File: src/include/hw_monitor_pkg.sv
// constants, types and register map of the host error and value register bank
// Contract
// - regulator-hot input sets status1 bit 4
// - voltage 1-4 window errors set status2 bits
// - voltage 5, analog 13-16 errors set status3
// - diode open/short faults set status4 bits
// - general input 8 sets bit3, legacy mode
// - core voltage mismatch sets status4 bit 4
// - any throttling sets throttle status bit 0
// - throttle fraction bins set bits 1-5
// - full throttle bit6, over user limit bit7
// - only user-limit throttle bit feeds summary
// - low general input sets bit unless masked
// - slow fan tach sets fan bits 0-3
// - zone4 host-writable or taken from voltage reading 7
// - zone 1/2 temperature reads 80h on fault
// - filtered registers hold smoothed zone temperatures
// - voltage readings scaled, nominal reads C0h
// - current throttle loads n/256 each interval
// - write to current throttle restarts capture
// - any nonzero throttle time reads at least one
// - average throttle is (previous plus current)/2
// - clear fails while condition still present
// - events suppressed in listed sleep states
// - live state shows one per low input
`default_nettype none
package hw_monitor_pkg;
  // defaults for top-level parameters (address value is arbitrary)
  localparam logic [6:0] SLAVE_ADDR_DEF    = 7'h2c;
  localparam int         THR_TICK_LOG2_DEF = 6;
  localparam logic [3:0] BYTE_BITS         = 4'h8;
  // status register set
  localparam int NUM_STAT = 7;
  typedef logic [7:0] stat_arr_t [NUM_STAT];
  localparam int ST_REG = 0, ST_VOLT_A = 1, ST_VOLT_B = 2, ST_DIODE = 3, ST_THR = 4, ST_GPI = 5, ST_FAN = 6;
  localparam stat_arr_t STAT_OFS   = '{8'h48, 8'h49, 8'h4a, 8'h4b, 8'h4c, 8'h4e, 8'h4f};
  localparam stat_arr_t STAT_VALID = '{8'h10, 8'h47, 8'hf1, 8'hdb, 8'hff, 8'hff, 8'h0f};
  localparam stat_arr_t STAT_SUM   = '{8'hff, 8'hff, 8'hff, 8'hff, 8'h80, 8'hff, 8'hff};
  localparam stat_arr_t S1_STAR    = '{8'h00, 8'h00, 8'h00, 8'h00, 8'h00, 8'hff, 8'h0f};
  localparam stat_arr_t S3_FIX     = '{8'h10, 8'h47, 8'h41, 8'h18, 8'hff, 8'h00, 8'h00};
  localparam stat_arr_t S3_STAR    = '{8'h00, 8'h00, 8'h30, 8'hc3, 8'h00, 8'hff, 8'h0f};
  localparam stat_arr_t S45_FIX    = '{8'h10, 8'h47, 8'h41, 8'h18, 8'hff, 8'h00, 8'h0f};
  localparam stat_arr_t S45_STAR   = '{8'h00, 8'h00, 8'h30, 8'hc3, 8'h00, 8'hff, 8'h00};
  localparam int REG_HOT_BIT = 4;
  // value registers
  localparam logic [7:0] OFS_Z1B_TEMP = 8'h06, OFS_Z2B_TEMP = 8'h07, OFS_Z1B_FILT = 8'h08, OFS_Z2B_FILT = 8'h09;
  localparam logic [7:0] OFS_Z1A_TEMP = 8'h50, OFS_Z2A_TEMP = 8'h51, OFS_Z3_TEMP = 8'h52, OFS_Z4_TEMP = 8'h53;
  localparam logic [7:0] OFS_Z1A_FILT = 8'h54, OFS_Z2A_FILT = 8'h55;
  localparam logic [7:0] OFS_CUR_THR = 8'h67, OFS_AVG_THR = 8'h68, OFS_GPI_LIVE = 8'h6b;
  localparam int NUM_VOLT = 9;
  typedef logic [7:0] volt_arr_t [NUM_VOLT];
  localparam volt_arr_t VOLT_OFS = '{8'h56, 8'h57, 8'h58, 8'h5c, 8'h5e, 8'h62, 8'h63, 8'h64, 8'h65};
  localparam int VOLT_ZONE4_SRC = 7;
  localparam logic [7:0] TEMP_FAULT_VAL = 8'h80;
  localparam logic [7:0] REG_RESET = 8'h00;
  // throttle histogram edges in 1/256 steps
  localparam logic [7:0] BIN_12P5 = 8'h20, BIN_25 = 8'h40, BIN_50 = 8'h80, BIN_75 = 8'hc0;
  localparam logic [7:0] THR_FULL_VAL = 8'hff, THR_MIN_VAL = 8'h01;
  // types
  typedef enum logic [1:0] {SLEEP_S0, SLEEP_S1, SLEEP_S3, SLEEP_S45} sleep_t;
  typedef enum logic [3:0] {BUS_IDLE, BUS_ADDR, BUS_ADDR_ACK, BUS_CMD, BUS_CMD_ACK,
                            BUS_WDATA, BUS_WDATA_ACK, BUS_RDATA, BUS_RACK} bus_state_t;
  typedef struct packed {
    logic [4:0] voltage_limit;   // voltage inputs 1..5 out of window
    logic [3:0] analog_limit;    // analog inputs 13..16 out of window
    logic [3:0] diode_fault;     // 2a, 1a, 2b, 1b
    logic       core_mismatch;
    logic [3:0] fan_slow;
    logic       vid_legacy;
    logic [7:0] gpi_mask;
    logic [7:0] throttle_limit;
    sleep_t     sleep_state;
    logic       star_en;
    logic       zone4_from_analog;
  } monitor_t;
  typedef struct packed {
    logic [7:0]       z1b, z2b, z1a, z2a, z3;
    logic [7:0]       f1b, f2b, f1a, f2a;
    logic [8:0][7:0]  volt;
  } readings_t;
  typedef struct packed {
    logic       scl, sda, reg_hot, general_input8, throttle_n;
    logic [7:0] gpio;
  } pins_t;
endpackage
`default_nettype wire

File: src/rtl/hw_monitor_host_regs.sv
// host error status and value register bank behind a two-wire management bus
`timescale 1ns/1ns
`default_nettype none
module hw_monitor_host_regs
  import hw_monitor_pkg::*;
#(
  parameter int         THR_TICK_LOG2 = THR_TICK_LOG2_DEF,
  parameter logic [6:0] SLAVE_ADDR    = SLAVE_ADDR_DEF
) (
  // clock and reset
  input  wire logic       CLK_SYS_I,
  input  wire logic       RESET_I,
  // two-wire management bus
  input  wire logic       SCL_I,
  input  wire logic       SDA_I,
  output var  logic       SDA_O,
  output var  logic       SDA_OE_O,
  // device pins
  input  wire logic       REGULATOR_HOT_I,
  input  wire logic       GENERAL_INPUT8_I,
  input  wire logic       PROCESSOR_THROTTLE_N_I,
  input  wire logic [7:0] GPIO_I,
  // internal monitor logic
  input  wire monitor_t   MONITOR_I,
  input  wire readings_t  READINGS_I,
  // summary
  output var  logic       HOST_SUMMARY_ERR_O
);
  localparam int CW = 8 + THR_TICK_LOG2;

  // pin synchronisers
  pins_t       sync1_reg, sync2_reg, prev_reg;
  wire pins_t  pins_raw = '{SCL_I, SDA_I, REGULATOR_HOT_I, GENERAL_INPUT8_I, PROCESSOR_THROTTLE_N_I, GPIO_I};
  always_ff @(posedge CLK_SYS_I or posedge RESET_I) begin
    if (RESET_I) begin
      sync1_reg <= '{1'b1, 1'b1, 1'b0, 1'b0, 1'b1, 8'hff};
      sync2_reg <= '{1'b1, 1'b1, 1'b0, 1'b0, 1'b1, 8'hff};
      prev_reg  <= '{1'b1, 1'b1, 1'b0, 1'b0, 1'b1, 8'hff};
    end else begin
      sync1_reg <= pins_raw;
      sync2_reg <= sync1_reg;
      prev_reg  <= sync2_reg;
    end
  end

  // bus line conditions, seen on the system clock
  wire logic scl_rise  = sync2_reg.scl && !prev_reg.scl;
  wire logic scl_fall  = !sync2_reg.scl && prev_reg.scl;
  wire logic start_det = sync2_reg.scl && prev_reg.scl && prev_reg.sda && !sync2_reg.sda;
  wire logic stop_det  = sync2_reg.scl && prev_reg.scl && !prev_reg.sda && sync2_reg.sda;

  // bus slave state
  bus_state_t  state_reg, state_next;
  logic [3:0]  cnt_reg, cnt_next;
  logic [7:0]  shift_reg, shift_next;
  logic [7:0]  ptr_reg, ptr_next;
  logic        oe_reg, oe_next;
  logic        rw_reg, rw_next;
  logic        mack_reg, mack_next;
  logic        sda_drive_reg;
  logic        wr_stb;
  logic [7:0]  rd_data;

  // register bank state
  logic [7:0]  stat_reg [NUM_STAT];
  logic [7:0]  stat_next [NUM_STAT];
  logic [7:0]  cond [NUM_STAT];
  logic [7:0]  raw_evt [NUM_STAT];
  logic [NUM_STAT-1:0] sum_bits;
  logic [7:0]  zone4_reg, cur_reg, avg_reg, gpi_live_reg;
  logic [CW-1:0] cyc_reg;
  logic [CW:0]   act_reg;
  logic        summary_reg;

  // sleep masking per status register
  // state passed in, so a continuous caller follows sleep changes too
  function automatic logic [7:0] sleep_mask(input int i, input sleep_t st, input logic star_on);
    logic [7:0] star;
    star = {8{star_on}};
    unique case (st)
      SLEEP_S0:  sleep_mask = 8'h00;
      SLEEP_S1:  sleep_mask = S1_STAR[i] & star;
      SLEEP_S3:  sleep_mask = S3_FIX[i] | (S3_STAR[i] & star);
      SLEEP_S45: sleep_mask = S45_FIX[i] | (S45_STAR[i] & star);
    endcase
  endfunction

  // zone temperature with diode fault substitution
  function automatic logic [7:0] zone_temp(input logic [7:0] t, input logic fault);
    zone_temp = fault ? TEMP_FAULT_VAL : t;
  endfunction

  // read multiplexer; unmapped addresses read zero
  function automatic logic [7:0] read_mux(input logic [7:0] a);
    read_mux = 8'h00;
    for (int i = 0; i < NUM_STAT; i++) begin
      if (a == STAT_OFS[i]) read_mux = stat_reg[i];
    end
    for (int v = 0; v < NUM_VOLT; v++) begin
      if (a == VOLT_OFS[v]) read_mux = READINGS_I.volt[v];
    end
    unique case (a)
      OFS_Z1B_TEMP: read_mux = zone_temp(READINGS_I.z1b, MONITOR_I.diode_fault[0]);
      OFS_Z2B_TEMP: read_mux = zone_temp(READINGS_I.z2b, MONITOR_I.diode_fault[1]);
      OFS_Z1A_TEMP: read_mux = zone_temp(READINGS_I.z1a, MONITOR_I.diode_fault[2]);
      OFS_Z2A_TEMP: read_mux = zone_temp(READINGS_I.z2a, MONITOR_I.diode_fault[3]);
      OFS_Z3_TEMP:  read_mux = READINGS_I.z3;
      OFS_Z4_TEMP:  read_mux = MONITOR_I.zone4_from_analog ? READINGS_I.volt[VOLT_ZONE4_SRC] : zone4_reg;
      OFS_Z1B_FILT: read_mux = READINGS_I.f1b;
      OFS_Z2B_FILT: read_mux = READINGS_I.f2b;
      OFS_Z1A_FILT: read_mux = READINGS_I.f1a;
      OFS_Z2A_FILT: read_mux = READINGS_I.f2a;
      OFS_CUR_THR:  read_mux = cur_reg;
      OFS_AVG_THR:  read_mux = avg_reg;
      OFS_GPI_LIVE: read_mux = gpi_live_reg;
      default:      ;
    endcase
  endfunction

  // registered every clock so each mux source is followed; settled long before the next scl fall
  always_ff @(posedge CLK_SYS_I or posedge RESET_I) begin
    if (RESET_I) rd_data <= REG_RESET;
    else         rd_data <= read_mux(ptr_reg);
  end

  // bus slave next state: bits shift in on scl rise, sda changes on scl fall
  always_comb begin
    state_next = state_reg;
    cnt_next   = cnt_reg;
    shift_next = shift_reg;
    ptr_next   = ptr_reg;
    oe_next    = oe_reg;
    rw_next    = rw_reg;
    mack_next  = mack_reg;
    wr_stb     = 1'b0;
    if (start_det) begin
      state_next = BUS_ADDR;
      cnt_next   = 4'h0;
      oe_next    = 1'b0;
    end else if (stop_det) begin
      state_next = BUS_IDLE;
      oe_next    = 1'b0;
    end else if (scl_rise) begin
      cnt_next  = cnt_reg + 4'h1;
      mack_next = !sync2_reg.sda;
      if (state_reg == BUS_ADDR || state_reg == BUS_CMD || state_reg == BUS_WDATA) begin
        shift_next = {shift_reg[6:0], sync2_reg.sda};
      end
    end else if (scl_fall) begin
      unique case (state_reg)
        BUS_ADDR: begin
          if (cnt_reg == BYTE_BITS) begin
            state_next = (shift_reg[7:1] == SLAVE_ADDR) ? BUS_ADDR_ACK : BUS_IDLE;
            oe_next    = (shift_reg[7:1] == SLAVE_ADDR);
            rw_next    = shift_reg[0];
          end
        end
        BUS_ADDR_ACK, BUS_RACK: begin
          cnt_next = 4'h0;
          if (rw_reg && (state_reg == BUS_ADDR_ACK || mack_reg)) begin
            shift_next = rd_data;
            oe_next    = !rd_data[7];
            ptr_next   = ptr_reg + 8'h01;
            state_next = BUS_RDATA;
          end else begin
            oe_next    = 1'b0;
            state_next = rw_reg ? BUS_IDLE : BUS_CMD;
          end
        end
        BUS_CMD: begin
          if (cnt_reg == BYTE_BITS) begin
            ptr_next   = shift_reg;
            oe_next    = 1'b1;
            state_next = BUS_CMD_ACK;
          end
        end
        BUS_WDATA: begin
          if (cnt_reg == BYTE_BITS) begin
            wr_stb     = 1'b1;
            oe_next    = 1'b1;
            state_next = BUS_WDATA_ACK;
          end
        end
        BUS_CMD_ACK, BUS_WDATA_ACK: begin
          oe_next    = 1'b0;
          cnt_next   = 4'h0;
          ptr_next   = (state_reg == BUS_WDATA_ACK) ? ptr_reg + 8'h01 : ptr_reg;
          state_next = BUS_WDATA;
        end
        BUS_RDATA: begin
          if (cnt_reg == BYTE_BITS) begin
            oe_next    = 1'b0;
            state_next = BUS_RACK;
          end else begin
            shift_next = {shift_reg[6:0], 1'b0};
            oe_next    = !shift_reg[6];
          end
        end
        BUS_IDLE: ;
      endcase
    end
  end

  // bus slave registers
  always_ff @(posedge CLK_SYS_I or posedge RESET_I) begin
    if (RESET_I) begin
      state_reg     <= BUS_IDLE;
      cnt_reg       <= 4'h0;
      shift_reg     <= REG_RESET;
      ptr_reg       <= REG_RESET;
      oe_reg        <= 1'b0;
      rw_reg        <= 1'b0;
      mack_reg      <= 1'b0;
      sda_drive_reg <= 1'b0;
    end else begin
      state_reg     <= state_next;
      cnt_reg       <= cnt_next;
      shift_reg     <= shift_next;
      ptr_reg       <= ptr_next;
      oe_reg        <= oe_next;
      rw_reg        <= rw_next;
      mack_reg      <= mack_next;
      sda_drive_reg <= 1'b0;      // open drain: only ever pulls low
    end
  end

  assign SDA_O    = sda_drive_reg;
  assign SDA_OE_O = oe_reg;

  // throttle capture: active cycles over an interval of 256 ticks
  wire logic        thr_active  = !sync2_reg.throttle_n;
  wire logic        thr_restart = wr_stb && ptr_reg == OFS_CUR_THR;
  wire logic        thr_done    = (cyc_reg == '1) && !thr_restart;
  wire logic [CW:0] act_total   = act_reg + (CW+1)'(thr_active);
  wire logic [8:0]  frac9       = 9'(act_total >> THR_TICK_LOG2);
  wire logic        thr_any     = act_total != '0;
  wire logic        thr_full    = frac9[8];
  // smallest nonzero time still reads one
  wire logic [7:0]  cur_val     = thr_full ? THR_FULL_VAL :
                                  (thr_any && frac9 == 9'h000) ? THR_MIN_VAL : frac9[7:0];
  wire logic [8:0]  avg_sum     = 9'(avg_reg) + 9'(cur_val);
  wire logic [7:0]  avg_half    = avg_sum[8:1];
  wire logic [7:0]  avg_val     = (avg_sum != 9'h000 && avg_half == 8'h00) ? THR_MIN_VAL : avg_half;
  // histogram bits from the new fraction, raised only at interval end
  wire logic [7:0]  thr_bins    = {cur_val > MONITOR_I.throttle_limit,
                                   thr_full,
                                   !thr_full && cur_val >= BIN_75,
                                   cur_val >= BIN_50 && cur_val < BIN_75,
                                   cur_val >= BIN_25 && cur_val < BIN_50,
                                   cur_val >= BIN_12P5 && cur_val < BIN_25,
                                   thr_any && cur_val < BIN_12P5,
                                   thr_any};

  always_ff @(posedge CLK_SYS_I or posedge RESET_I) begin
    if (RESET_I) begin
      cyc_reg <= '0;
      act_reg <= '0;
      cur_reg <= REG_RESET;
      avg_reg <= REG_RESET;
    end else if (thr_restart) begin
      cyc_reg <= '0;                      // contents stay, capture restarts
      act_reg <= '0;
    end else begin
      cyc_reg <= cyc_reg + CW'(1);
      act_reg <= thr_done ? '0 : act_total;
      if (thr_done) begin
        cur_reg <= cur_val;
        avg_reg <= avg_val;
      end
    end
  end

  // raw events per status register
  assign raw_evt[ST_REG]    = 8'(sync2_reg.reg_hot) << REG_HOT_BIT;
  assign raw_evt[ST_VOLT_A] = {1'b0, MONITOR_I.voltage_limit[3], 3'b000, MONITOR_I.voltage_limit[2:0]};
  assign raw_evt[ST_VOLT_B] = {MONITOR_I.analog_limit, 3'b000, MONITOR_I.voltage_limit[4]};
  assign raw_evt[ST_DIODE]  = {MONITOR_I.diode_fault[3:2], 1'b0, MONITOR_I.core_mismatch,
                               sync2_reg.general_input8 && MONITOR_I.vid_legacy, 1'b0,
                               MONITOR_I.diode_fault[1:0]};
  assign raw_evt[ST_THR]    = thr_done ? thr_bins : 8'h00;
  assign raw_evt[ST_GPI]    = ~sync2_reg.gpio & ~MONITOR_I.gpi_mask;
  assign raw_evt[ST_FAN]    = {4'h0, MONITOR_I.fan_slow};

  // sticky write-one-to-clear status; a live condition beats the clear
  for (genvar i = 0; i < NUM_STAT; i++) begin : g_stat
    wire logic [7:0] clr = (wr_stb && ptr_reg == STAT_OFS[i]) ? shift_reg : 8'h00;
    assign cond[i]      = raw_evt[i] & ~sleep_mask(i, MONITOR_I.sleep_state, MONITOR_I.star_en);
    assign stat_next[i] = ((stat_reg[i] & ~(clr & ~cond[i])) | cond[i]) & STAT_VALID[i];
    assign sum_bits[i]  = |(stat_reg[i] & STAT_SUM[i]);
    always_ff @(posedge CLK_SYS_I or posedge RESET_I) begin
      if (RESET_I) stat_reg[i] <= REG_RESET;
      else         stat_reg[i] <= stat_next[i];
    end
  end

  // zone4 store, live input state and summary flag
  always_ff @(posedge CLK_SYS_I or posedge RESET_I) begin
    if (RESET_I) begin
      zone4_reg    <= REG_RESET;
      gpi_live_reg <= REG_RESET;
      summary_reg  <= 1'b0;
    end else begin
      if (wr_stb && ptr_reg == OFS_Z4_TEMP) zone4_reg <= shift_reg;
      gpi_live_reg <= ~sync2_reg.gpio;
      summary_reg  <= |sum_bits;
    end
  end

  assign HOST_SUMMARY_ERR_O = summary_reg;

  // checks
  reg_hot_set_a: assert property (@(posedge CLK_SYS_I) disable iff (RESET_I)
    sync2_reg.reg_hot && MONITOR_I.sleep_state == SLEEP_S0 |=> stat_reg[ST_REG][REG_HOT_BIT])
    else $error("regulator hot bit not set");
  volt_sticky_a: assert property (@(posedge CLK_SYS_I) disable iff (RESET_I)
    stat_reg[ST_VOLT_A][0] && cond[ST_VOLT_A][0] |=> stat_reg[ST_VOLT_A][0])
    else $error("status bit cleared while condition present");
  w1c_clear_a: assert property (@(posedge CLK_SYS_I) disable iff (RESET_I)
    wr_stb && ptr_reg == STAT_OFS[ST_FAN] && shift_reg[0] && !cond[ST_FAN][0] |=> !stat_reg[ST_FAN][0])
    else $error("write one did not clear fan bit");
  reserved_zero_a: assert property (@(posedge CLK_SYS_I) disable iff (RESET_I)
    (stat_reg[ST_DIODE] & ~STAT_VALID[ST_DIODE]) == 8'h00 && (stat_reg[ST_FAN] & ~STAT_VALID[ST_FAN]) == 8'h00)
    else $error("reserved status bit set");
  gpi_masked_a: assert property (@(posedge CLK_SYS_I) disable iff (RESET_I)
    !stat_reg[ST_GPI][0] && MONITOR_I.gpi_mask[0] |=> !stat_reg[ST_GPI][0])
    else $error("masked general input set error");
  sleep_mask_a: assert property (@(posedge CLK_SYS_I) disable iff (RESET_I)
    MONITOR_I.sleep_state == SLEEP_S3 && !stat_reg[ST_THR][0] |=> !stat_reg[ST_THR][0])
    else $error("throttle event not suppressed in sleep");
  thr_avg_a: assert property (@(posedge CLK_SYS_I) disable iff (RESET_I)
    thr_done |=> avg_reg == ((9'(cur_reg) + 9'($past(avg_reg)) == 9'h001) ? 8'h01 :
                            8'((9'(cur_reg) + 9'($past(avg_reg))) >> 1)))
    else $error("average throttle wrong");
  thr_min_a: assert property (@(posedge CLK_SYS_I) disable iff (RESET_I)
    thr_done && act_total != '0 |=> cur_reg != 8'h00 ##0 stat_reg[ST_THR][0] || MONITOR_I.sleep_state != SLEEP_S0)
    else $error("nonzero throttle read as zero");
  thr_restart_a: assert property (@(posedge CLK_SYS_I) disable iff (RESET_I)
    thr_restart |=> cyc_reg == '0 && $stable(cur_reg) ##1 cyc_reg == CW'(1))
    else $error("throttle write did not restart capture");
  summary_a: assert property (@(posedge CLK_SYS_I) disable iff (RESET_I)
    stat_reg[ST_REG] == 8'h00 && stat_reg[ST_VOLT_A] == 8'h00 && stat_reg[ST_VOLT_B] == 8'h00 &&
    stat_reg[ST_DIODE] == 8'h00 && stat_reg[ST_GPI] == 8'h00 && stat_reg[ST_FAN] == 8'h00 &&
    !stat_reg[ST_THR][7] |=> !summary_reg)
    else $error("histogram bit reached summary");
  limit_summary_a: assert property (@(posedge CLK_SYS_I) disable iff (RESET_I)
    stat_reg[ST_THR][7] |=> summary_reg)
    else $error("throttle limit bit missed summary");
  zone4_wr_a: assert property (@(posedge CLK_SYS_I) disable iff (RESET_I)
    wr_stb && ptr_reg == OFS_Z4_TEMP |=> zone4_reg == $past(shift_reg))
    else $error("zone4 write lost");
  wr_cover_c:   cover property (@(posedge CLK_SYS_I) disable iff (RESET_I) wr_stb);
  rd_cover_c:   cover property (@(posedge CLK_SYS_I) disable iff (RESET_I) state_reg == BUS_RDATA && scl_fall);
  thr_cover_c:  cover property (@(posedge CLK_SYS_I) disable iff (RESET_I) thr_done && thr_any);
  clr_cover_c:  cover property (@(posedge CLK_SYS_I) disable iff (RESET_I) $fell(stat_reg[ST_FAN][0]));
endmodule // hw_monitor_host_regs
`default_nettype wire

File: config.mk
export PLATFORM = sky130hd
export DESIGN_NAME = hw_monitor_host_regs
export DESIGN_NICKNAME = d
export VERILOG_FILES = /design/src/include/hw_monitor_pkg.sv /design/src/rtl/hw_monitor_host_regs.sv
export SDC_FILE = /design/constraint.sdc
export NUM_CORES = 1
export LEC_CHECK = 0
export ABC_CLOCK_PERIOD_IN_PS = 13500
export BUFFER_PORTS_ARGS = -buffer_cell sky130_fd_sc_hd__buf_2
export CORE_MARGIN = 5
export CORE_UTILIZATION = 30
export CTS_BUF_LIST = sky130_fd_sc_hd__clkbuf_8
export DETAILED_ROUTE_END_ITERATION = 10
export GPL_ROUTABILITY_DRIVEN = 1
export PLACE_DENSITY_LB_ADDON = 0.25
export SETUP_SLACK_MARGIN = 0.3
export SLEW_MARGIN = 30
export SYNTH_ARGS = -nofsm -noshare
export SYNTH_HDL_FRONTEND = slang
export SYNTH_SLANG_ARGS = --single-unit
File: constraint.sdc
create_clock -name CLK_SYS_I -period 13.5 [get_ports CLK_SYS_I]
set_input_delay 1.35 -clock CLK_SYS_I [delete_from_list [all_inputs] [get_ports CLK_SYS_I]]
set_output_delay 1.35 -clock CLK_SYS_I [all_outputs]
set_load 0.01 [all_outputs]
# --- After elaboration in Yosys (flattened, before gate mapping) ---
# Cells that the tools add are included.
totals:
  regBits: 161
  latchBits: 0
  ramBits: 0
  rom_bits: 0
  inputBits: 198
  output_inout_bits: 3
  memories: 0
classes:
  addsub: 5
  n_mul: 0
  div_mod_pow: 0
  n_lt_le_gt_ge: 9
  eq_ne: 56
  shifts: 0
  muxes: 85
  bitwise: 56
  n_reduce_logical: 68
ops:
  columns: ["operator", "count"]
  rows:
  - ["8-bit two-way mux", 35]
  - ["8-bit by 7-bit equality test with 1-bit output, second input constant", 25]
  - ["8-bit NOT", 14]
  - ["8-bit bitwise AND", 13]
  - ["8-bit one-hot mux with 13 select lines", 1]
  - ["8-bit one-hot mux with 2 select lines", 5]
  - ["4-bit two-way mux", 14]
  - ["8-bit bitwise OR", 4]
  - ["15-bit two-way mux", 2]
  - ["29-bit OR reduction", 1]
  - ["1-bit logical AND", 26]
  - ["4-bit one-hot mux with 6 select lines", 1]
  - ["8-bit one-hot mux with 3 select lines", 1]
  - ["7-bit bitwise AND", 3]
  - ["7-bit NOT", 3]
  - ["4-bit by 3-bit equality test with 1-bit output, second input constant", 4]
  - ["8-bit by 3-bit equality test with 1-bit output, second input constant", 2]
  - ["8-bit by 4-bit equality test with 1-bit output, second input constant", 2]
  - ["8-bit greater-or-equal comparator, second input constant", 2]
  - ["8-bit < comparator, second input constant", 2]
  - ["15-bit by 1-bit adder with 15-bit output", 1]
  - ["5-bit bitwise AND", 3]
  - ["5-bit NOT", 3]
  - ["15-bit nonzero test", 1]
  - ["other kinds (58)", 111]

# --- Depth between registers and ports, before layout ---
# Gate-level depths: netlist of run 1.
logic_depth:
  word_depth: 18
  depth_mapped: 17

# --- Worst setup path before layout of run 1 ---
# OpenSTA, ideal clock, no wires.
synth_path:
  path_type: "reg2reg"
  from: "register sync2_reg[8] (netlist name)"
  to: "register avg_reg[0]"
  setup_time_ns: 0.083
  t_arrival_ns: 4.095
  required_ns: 13.417
  slack_ns: 9.322
  stages_incl_launch_ff: 18
  path_buffers: 0
  synth_period_minus_slack_ns: 4.178
  path_cell_list: "dfstp_2 inv_1 ha_1 ha_1 nand4_2 or4_4 xor2_2 nand2_4 o41ai_2 ha_1 inv_1 fa_1 nor2b_1 o31ai_1 a21oi_1 a21oi_1 or4_1 o21ai_0"
synth_via:
  elab_chain_len: 10
  elab_cells_between_ends: 12
  cone_classes: "2 x add/sub; 3 x mux; 7 x reduce/logical"
synth_rtl:
  columns: ["element", "line", "text"]
  rows:
  - ["from (decl)", "hw_monitor_host_regs.sv:32", "pins_t sync1_reg, sync2_reg, prev_reg;"]
  - ["from (signal assigned)", "hw_monitor_host_regs.sv:37", "sync2_reg <= '{1'b1, 1'b1, 1'b0, 1'b0, 1'b1, 8'hff};"]
  - ["from (signal assigned)", "hw_monitor_host_regs.sv:41", "sync2_reg <= sync1_reg;"]
  - ["1-bit logical NOT *", "hw_monitor_host_regs.sv:231", "wire logic thr_active = !sync2_reg.throttle_n;"]
  - ["15-bit by 1-bit adder with 15-bit output *", "hw_monitor_host_regs.sv:234", "wire logic [CW:0] act_total = act_reg + (CW+1)'(thr_active);"]
  - ["15-bit nonzero test or 9-bit logical NOT (tied branches)", "hw_monitor_host_regs.sv:236, hw_monitor_host_regs.sv:240", null]
  - ["1-bit logical AND", "hw_monitor_host_regs.sv:240", "(thr_any && frac9 == 9'h000) ? THR_MIN_VAL : frac9[7:0];"]
  - ["8-bit two-way mux", "hw_monitor_host_regs.sv:240", null]
  - ["8-bit two-way mux *", "hw_monitor_host_regs.sv:239", "wire logic [7:0] cur_val = thr_full ? THR_FULL_VAL :"]
  - ["net cur_val[3]", "hw_monitor_host_regs.sv:239", null]
  - ["8-bit by 8-bit adder with 9-bit output *", "hw_monitor_host_regs.sv:241", "wire logic [8:0] avg_sum = 9'(avg_reg) + 9'(cur_val);"]
  - ["9-bit nonzero test or 8-bit logical NOT (tied branches)", "hw_monitor_host_regs.sv:243", "wire logic [7:0] avg_val = (avg_sum != 9'h000 && avg_half == 8'h00) ? THR_MIN_VAL : avg_half;"]
  - ["1-bit logical AND *", "hw_monitor_host_regs.sv:243", null]
  - ["8-bit two-way mux *", "hw_monitor_host_regs.sv:243", null]
  - ["to (signal assigned)", "hw_monitor_host_regs.sv:268", "avg_reg <= avg_val;"]
  - ["to (decl)", "hw_monitor_host_regs.sv:70", "logic [7:0] zone4_reg, cur_reg, avg_reg, gpi_live_reg;"]
# The timed path passes the listed nets; every way through them passes the cells marked *.
# A chain may end at the register's enable or synchronous reset.

# --- Final worst setup path of run 1 ---
# Same ends and word-level chain as after synthesis.

==> impl_metrics.tcl, run 1 <==
set metrics [dict create \
    status "finished clean" \
    grt_antenna_before_repair 4 \
    detail_route.iter0.violations 1261 \
    cp.arrival_ps 5070 \
    ant_nets 0 \
    final_period_minus_worst_setup_slack_ps 4680 \
    die_h_um 193.3 \
    area_of_the_placeable_core_um2 33360 \
    max_slew_margin_pct 38.96 \
    route.detailed.drc 0 \
    power.total_mw 1.059 \
    fin_crit_sh_pct 34.66 \
    portBuffers 199 \
    io_pins 201 \
    post_synthesis_sequential_element_count 161 \
    asyncSetResetFlopFracSynth_pct 100.0 \
    die_x_um 193.3 \
    cts.root.buffer_cell "sky130_fd_sc_hd__clkbuf_8" \
    vdd_drop_max_v 0.00005203 \
    area_growth_pct 17.46 \
    rsz0062_at_grt "no" \
    post_route_cells_drive_above_1_share_pct 23.41 \
    largest_register_ffs 36 \
    power.sequential.fraction_pct 50.8 \
    timing.critical_path.buf_inv 2 \
    hp-start "sync1_reg[10]$_DFF_PP0_" \
    hold_path.class "reg -> reg" \
    post-synth-top-area-cell "sky130_fd_sc_hd__dfrtp_1" \
    cts_hold_buffers 0 \
    detailed_place_hpwl_mm 31.08 \
    layout.filler_cells 3602 \
    synth_nets 1358 \
    dr.pass1.iters 6 \
    critPathMostFrequentCell "sky130_fd_sc_hd__ha_1" \
    dpl_ws_ps 8823 \
    mostFrequentLayoutCells "sky130_fd_sc_hd__buf_2, sky130_fd_sc_hd__dfrtp_1, sky130_fd_sc_hd__nand2_1" \
    clk_transition_reported_paths_ps 90 \
    grtUsageTotal_pct 20.66 \
    reg_to_reg_slack_setup_ps 8820 \
    floorplan.initialDensity_pct 30.21 \
    critical_path.cell_chain "inv_1 > ha_1 > ha_1 > nand4_2 > or4_4 > xor2_2 > nand2_4 > o41ai_2 > ha_1 > inv_1 > fa_1 > nor2b_1 > o31ai_1 > a21oi_1 > a21oi_1 > or4_1 > o21ai_0" \
    clock_tree.htree_level_count 4 \
    seq_cell_area_um2 4059 \
    final-instance-count-excl-fill 1757 \
    detailroute.via_count 9930 \
    hold_violations 0 \
    netSwitchingFraction_pct 29.88 \
    number_of_enable_flip_flop_cells_after_synthesis 0 \
    hold_end "raw_evt[52]$_DFF_PP0_" \
    synth-warning-count 0 \
    post_synth_inst_count 1128 \
    synth.area.top_cells "sky130_fd_sc_hd__dfrtp_1, sky130_fd_sc_hd__dfstp_2, sky130_fd_sc_hd__nand2_1" \
    multi_input_comb_area_um2 5509 \
    wl_per_cell_um 22.87 \
    maximum_number_of_pins_on_one_net_before_global_route_repair 88 \
    worst_setup_path_start_kind "register" \
    p_int_mw 0.7429 \
    setup_viol 0 \
    worst-slew-pin-transition_ps 908.6 \
    overflow 0 \
    hold_path_depth 0 \
    rr_worst_depth 17 \
    powerDensity_nw_per_um2 89.47 \
    setup_ws_ps 8820 \
    postSynth.topFlopCell "sky130_fd_sc_hd__dfrtp_1" \
    ctsLongestPathBuffers 2 \
    r2r-end "avg_reg[0]$_DFFE_PP0P_" \
    post_synth.cell_area_avg_um2 8.937 \
    power.clock.fraction_pct 35.1 \
    finalWeightedCongestion 0.9433 \
    worst_skew_pair.late_latency_ps 480 \
    cts_inserted_buffers 17 \
    clock_tree_from_tritoncts "built" \
    synth_sequential_area_ratio_pct 40.26 \
    worst_slack_on_hold_paths_ps 350.8 \
    required_ps 13890 \
    critical_path.max_fanout 8 \
    std_cell_rows 67 \
    crit_path_end_kind "register" \
    synth_largest_type_area_fraction_pct 34.01 \
    max_freq_ghz 0.2137 \
    switchingPower_mw 0.3166 \
    max_stage_delay_ps 580 \
    regToRegStartpoint "sync2_reg[8]$_DFF_PP1_" \
    clock_sinks 161 \
    critical-path-slowest-cell "sky130_fd_sc_hd__or4_4" \
    post_drt_via_cell_ratio 5.652 \
    p_leak_nw 5.108 \
    cts_post_setup_buffers_inserted 0 \
    p_comb_share_pct 14.1 \
    final.setup_skew_ps 17.25 \
    grt_pass1_vias 9713 \
    leading_cell_type_in_the_layout_fill_and_taps_excluded "sky130_fd_sc_hd__buf_2" \
    layout.nets 1524 \
    drt-total-wl_mm 40.18 \
    grt_first_pass_wirelength_mm 60.58 \
    cts_resized 0 \
    placed_cells_incl_taps 1723 \
    max_cap_violations 0 \
    timing.setup.tns_ps 0 \
    netlist_area_um2 10080 \
    slew_viol_final 0 \
    yosysUniqueCellTypes 94 \
    die_area_um2 37370 \
    worst_setup_path_category "reg -> reg" \
    cp_top_family "simple AND/OR/NAND/NOR gates" \
]
==> through the flow <==
stage | util [%] | area [um2]
4_1_cts | 35.46 | 11830
3_3_place_gp | 34.26 | 11430
5_1_grt | 35.49 | 11840
3_5_place_dp | 34.26 | 11430
2_1_floorplan | - | 10080
6_report | 35.49 | 11840
==> Yosys cell counts, types with 13 or more instances <==
| master | number |
|---|---|
| sky130_fd_sc_hd__nand2b_1 | 14 |
| sky130_fd_sc_hd__a22o_1 | 32 |
| sky130_fd_sc_hd__buf_2 | 28 |
| sky130_fd_sc_hd__dfstp_2 | 24 |
| sky130_fd_sc_hd__nor4_1 | 13 |
| sky130_fd_sc_hd__mux2i_1 | 21 |
| sky130_fd_sc_hd__clkbuf_1 | 24 |
| sky130_fd_sc_hd__ha_1 | 31 |
| sky130_fd_sc_hd__nor2_1 | 92 |
| sky130_fd_sc_hd__xnor2_1 | 15 |
| sky130_fd_sc_hd__xor2_1 | 17 |
| sky130_fd_sc_hd__o21ai_0 | 77 |
| sky130_fd_sc_hd__inv_1 | 60 |
| sky130_fd_sc_hd__nand4_1 | 15 |
| sky130_fd_sc_hd__a22oi_1 | 24 |
| sky130_fd_sc_hd__a21oi_1 | 62 |
| sky130_fd_sc_hd__nand2_1 | 121 |
| sky130_fd_sc_hd__nand3_1 | 37 |
| sky130_fd_sc_hd__nor3_1 | 24 |
| sky130_fd_sc_hd__dfrtp_1 | 137 |
| sky130_fd_sc_hd__o22ai_1 | 19 |
==> cell families (layout without fill, tap and decap cells) <==
group,count (synthesis),after routing,synth area share (%)
AO/OA/AOI/OAI,340,340,23.37
XOR/XNOR,33,33,2.942
adder cells (fa/ha/maj),32,32,4.046
buffers and inverters,123,302,5.101
flip-flops,161,161,40.26
multiplexers,32,32,3.351
other,1,3,0.03720
AND/OR/NAND/NOR,406,406,20.89
==> metal layers <==
metal	vias to the layer above	wire length (um)	track usage, %
li1	4497	-	-
met1	4892	17250	28.31
met2	472	19030	33.68
met3	65	2943	3.914
met4	4	924	5.507
met5	-	27	0
==> layout make-up <==
| class | instances | area share (%) |
|---|---|---|
| well taps | 448 | 4.734 |
| repair buffers | 209 | 9.076 |
| clock inverters | 13 | 1.162 |
| diodes | 2 | 0.04227 |
| clock buffers | 19 | 2.208 |
| multi-input cells | 844 | 46.52 |
| inverters | 61 | 1.976 |
| flip-flops and latches | 161 | 34.28 |
==> worst reg2reg max path: cells and delay by family (launching register included) <==
| family | cells | cell delay, ps |
|---|---|---|
| xor+xnor | 1 | 380 |
| flops | 1 | 370 |
| fa+ha+maj | 4 | 1190 |
| buf+inv | 2 | 120 |
| compound gates | 5 | 930 |
| simple gates | 5 | 1610 |
==> how the worst max path moves through the flow <==
stage	cells past startpoint	startpoint	slack, ps	to
final	17	sync2_reg[8]$_DFF_PP1_	8820	avg_reg[0]$_DFFE_PP0P_
after global routing	17	sync2_reg[8]$_DFF_PP1_	8530	avg_reg[0]$_DFFE_PP0P_
after CTS	17	sync2_reg[8]$_DFF_PP1_	8790	avg_reg[0]$_DFFE_PP0P_
after detailed placement	17	sync2_reg[8]$_DFF_PP1_	8820	avg_reg[0]$_DFFE_PP0P_
after global placement	17	sync2_reg[8]$_DFF_PP1_	8940	avg_reg[0]$_DFFE_PP0P_
after floorplan	1	RESET_I	7840	HOST_SUMMARY_ERR_O$_DFF_PP0_
==> power by group through the flow <==
stage / Clock, mW / Combinational [mW] / Sequential (mW)
2_1_floorplan: 0 / 0.100 / 0.529
3_3_place_gp: 0 / 0.146 / 0.546
3_5_place_dp: 0 / 0.149 / 0.547
4_1_cts: 0.379 / 0.149 / 0.538
5_1_grt: 0.397 / 0.166 / 0.542
6_report: 0.372 / 0.149 / 0.538
(Power assumes the default switching activity.)
==> run 2, diff against run 1 <==
- ABC_CLOCK_PERIOD_IN_PS: 13500 -> 4800
- clock period: 13.5 -> 4.8 ns (I/O delays scaled with it)
==> run 2 against run 1 <==
  * Cell area rose by 1.6%
  * Worst setup slack got worse by 8300 ps
  * Total power rose to 2.9 times the previous value
  * Final cell count rose by 0.74%
  * Highest routed layer unchanged
  * Largest power group unchanged
  * Clock skew fell by 0.78 ps
  * Wire length rose by 0.46%
  * First-iteration DRC count fell by 5.1%
==> impl_metrics.tcl, run 2 (same netlist as run 1, synthesis figures left out) <==
set metrics [dict create \
    status "finished clean" \
    required_ps 5210 \
    fin_crit_sh_pct 88.37 \
    detail_route.iter0.violations 1197 \
    overflow 0 \
    cts_hold_buffers 0 \
    hold_path.class "in -> reg" \
    area_of_the_placeable_core_um2 33360 \
    leading_cell_type_in_the_layout_fill_and_taps_excluded "sky130_fd_sc_hd__buf_2" \
    detailed_place_hpwl_mm 31.49 \
    area_growth_pct 19.32 \
    final.setup_skew_ps 16.47 \
    worst-slew-pin-transition_ps 939.6 \
    timing.setup.tns_ps 0 \
    largest_register_ffs 36 \
    wl_per_cell_um 22.81 \
    max_cap_violations 0 \
    dr.pass1.iters 6 \
    final_period_minus_worst_setup_slack_ps 4242 \
    clock_tree_from_tritoncts "built" \
    die_x_um 193.3 \
    grt_pass1_vias 9698 \
    powerDensity_nw_per_um2 252.3 \
    clk_transition_reported_paths_ps 100 \
    grtUsageTotal_pct 21.01 \
    route.detailed.drc 0 \
    post_route_cells_drive_above_1_share_pct 24.66 \
    hold_violations 0 \
    cp.arrival_ps 4650 \
    design_area_um2 12030 \
    die_area_um2 37370 \
    placed_area_um2 11500 \
    layout.nets 1535 \
    cts.root.buffer_cell "sky130_fd_sc_hd__clkbuf_8" \
    portBuffers 199 \
    grt_first_pass_wirelength_mm 61.24 \
    worst_setup_path_category "reg -> reg" \
    detailroute.via_count 9793 \
    clock_sinks 161 \
    worst_slack_on_hold_paths_ps 87.01 \
    critical_path.max_fanout 6 \
    drt-total-wl_mm 40.37 \
    p_leak_nw 5.163 \
    slew_viol_final 0 \
    dpl_ws_ps 291.8 \
    setup_viol 0 \
    grt_antenna_before_repair 6 \
    maximum_number_of_pins_on_one_net_before_global_route_repair 162 \
    rsz0062_at_grt "no" \
    mostFrequentLayoutCells "sky130_fd_sc_hd__buf_2, sky130_fd_sc_hd__dfrtp_1, sky130_fd_sc_hd__nand2_1" \
    layout.filler_cells 3528 \
    clock_tree.htree_level_count 4 \
    reg_to_reg_slack_setup_ps 560 \
    worst_setup_path_start_kind "register" \
    post_drt_via_cell_ratio 5.533 \
    finalWeightedCongestion 0.9888 \
    floorplan.initialDensity_pct 30.21 \
    std_cell_rows 67 \
    io_pins 201 \
    setup_ws_ps 558.2 \
    ant_nets 0 \
    placed_cells_incl_taps 1730 \
    crit_path_end_kind "register" \
    cts_inserted_buffers 17 \
    max_freq_ghz 0.2357 \
    die_h_um 193.3 \
    max_slew_margin_pct 37.36 \
    ctsLongestPathBuffers 2 \
    worst_skew_pair.late_latency_ps 480 \
    vdd_drop_max_v 0.0001645 \
    final-instance-count-excl-fill 1770 \
]
-- run 2: stage by stage --
stage	utilization, %	power [mW]
after floorplan	-	1.768
after global placement	34.46	1.951
after detailed placement	34.46	1.957
after CTS	35.72	3.040
after global routing	36.05	3.186
final	36.05	3.035
-- run 2: worst paths after layout --
path,startpoint,to,cells after the start
max,sync2_reg[8]$_DFF_PP1_,avg_reg[0]$_DFFE_PP0P_,17
min,SDA_I,sync1_reg[11]$_DFF_PP1_,1
max reg2reg,sync2_reg[8]$_DFF_PP1_,avg_reg[0]$_DFFE_PP0P_,17
min reg2reg,sync1_reg[9]$_DFF_PP0_,sync2_reg[9]$_DFF_PP0_,0
max in group asynchronous,RESET_I,sync1_reg[2]$_DFF_PP1_,4
min in group asynchronous,RESET_I,sync1_reg[10]$_DFF_PP0_,3
-- run 2: layout make-up --
type / count / area, um2 / share of cell area (%)
multi-input cells: 844 / 5570 / 46.31
flip-flops and latches: 161 / 4059 / 33.74
repair buffers: 220 / 1186 / 9.861
well taps: 448 / 560.5 / 4.660
clock buffers: 19 / 261.5 / 2.174
inverters: 61 / 232.7 / 1.935
clock inverters: 13 / 148.9 / 1.238
diodes: 4 / 10.01 / 0.08321
-- run 2: power by group --
part | switching [mW] | leakage, nW | internal, mW
registers | 0.0952 | 1.91 | 1.42
clock network | 0.568 | 0.210 | 0.501
logic | 0.252 | 3.04 | 0.195
total | 0.916 | 5.16 | 2.12
-- run 2: critical path, cell delays in order, from the launching register on --
cell	delay, ps
sky130_fd_sc_hd__dfstp_2	370
sky130_fd_sc_hd__inv_1	50
sky130_fd_sc_hd__ha_2	220
sky130_fd_sc_hd__ha_4	190
sky130_fd_sc_hd__nand4_4	130
sky130_fd_sc_hd__or4_4	610
sky130_fd_sc_hd__xor2_4	190
sky130_fd_sc_hd__nand2_4	100
sky130_fd_sc_hd__o41ai_4	410
sky130_fd_sc_hd__ha_2	260
sky130_fd_sc_hd__inv_1	60
sky130_fd_sc_hd__fa_1	410
sky130_fd_sc_hd__nor2b_2	170
sky130_fd_sc_hd__o31ai_1	80
sky130_fd_sc_hd__a21oi_1	200
sky130_fd_sc_hd__a21oi_1	70
sky130_fd_sc_hd__or4_1	520
sky130_fd_sc_hd__o21ai_1	130
-- run 2: per-layer routing --
layer	vias up	global-route usage [%]	part of all wire, %
met4	4	6.163	2.4
met1	4789	28.64	43
met5	-	0	0.084
met2	429	33.87	47
met3	65	4.383	7.4
li1	4506	-	-
-- run 2: what timing repair did --
| action | in CTS | in global routing |
|---|---|---|
| gates resized for setup | 1 | 10 |
| hold endpoints to repair | 0 | 0 |
| buffers inserted | 0 | 3 |
| endpoints found under the setup margin | 1 | 1 |
| pin swaps | 0 | 4 |
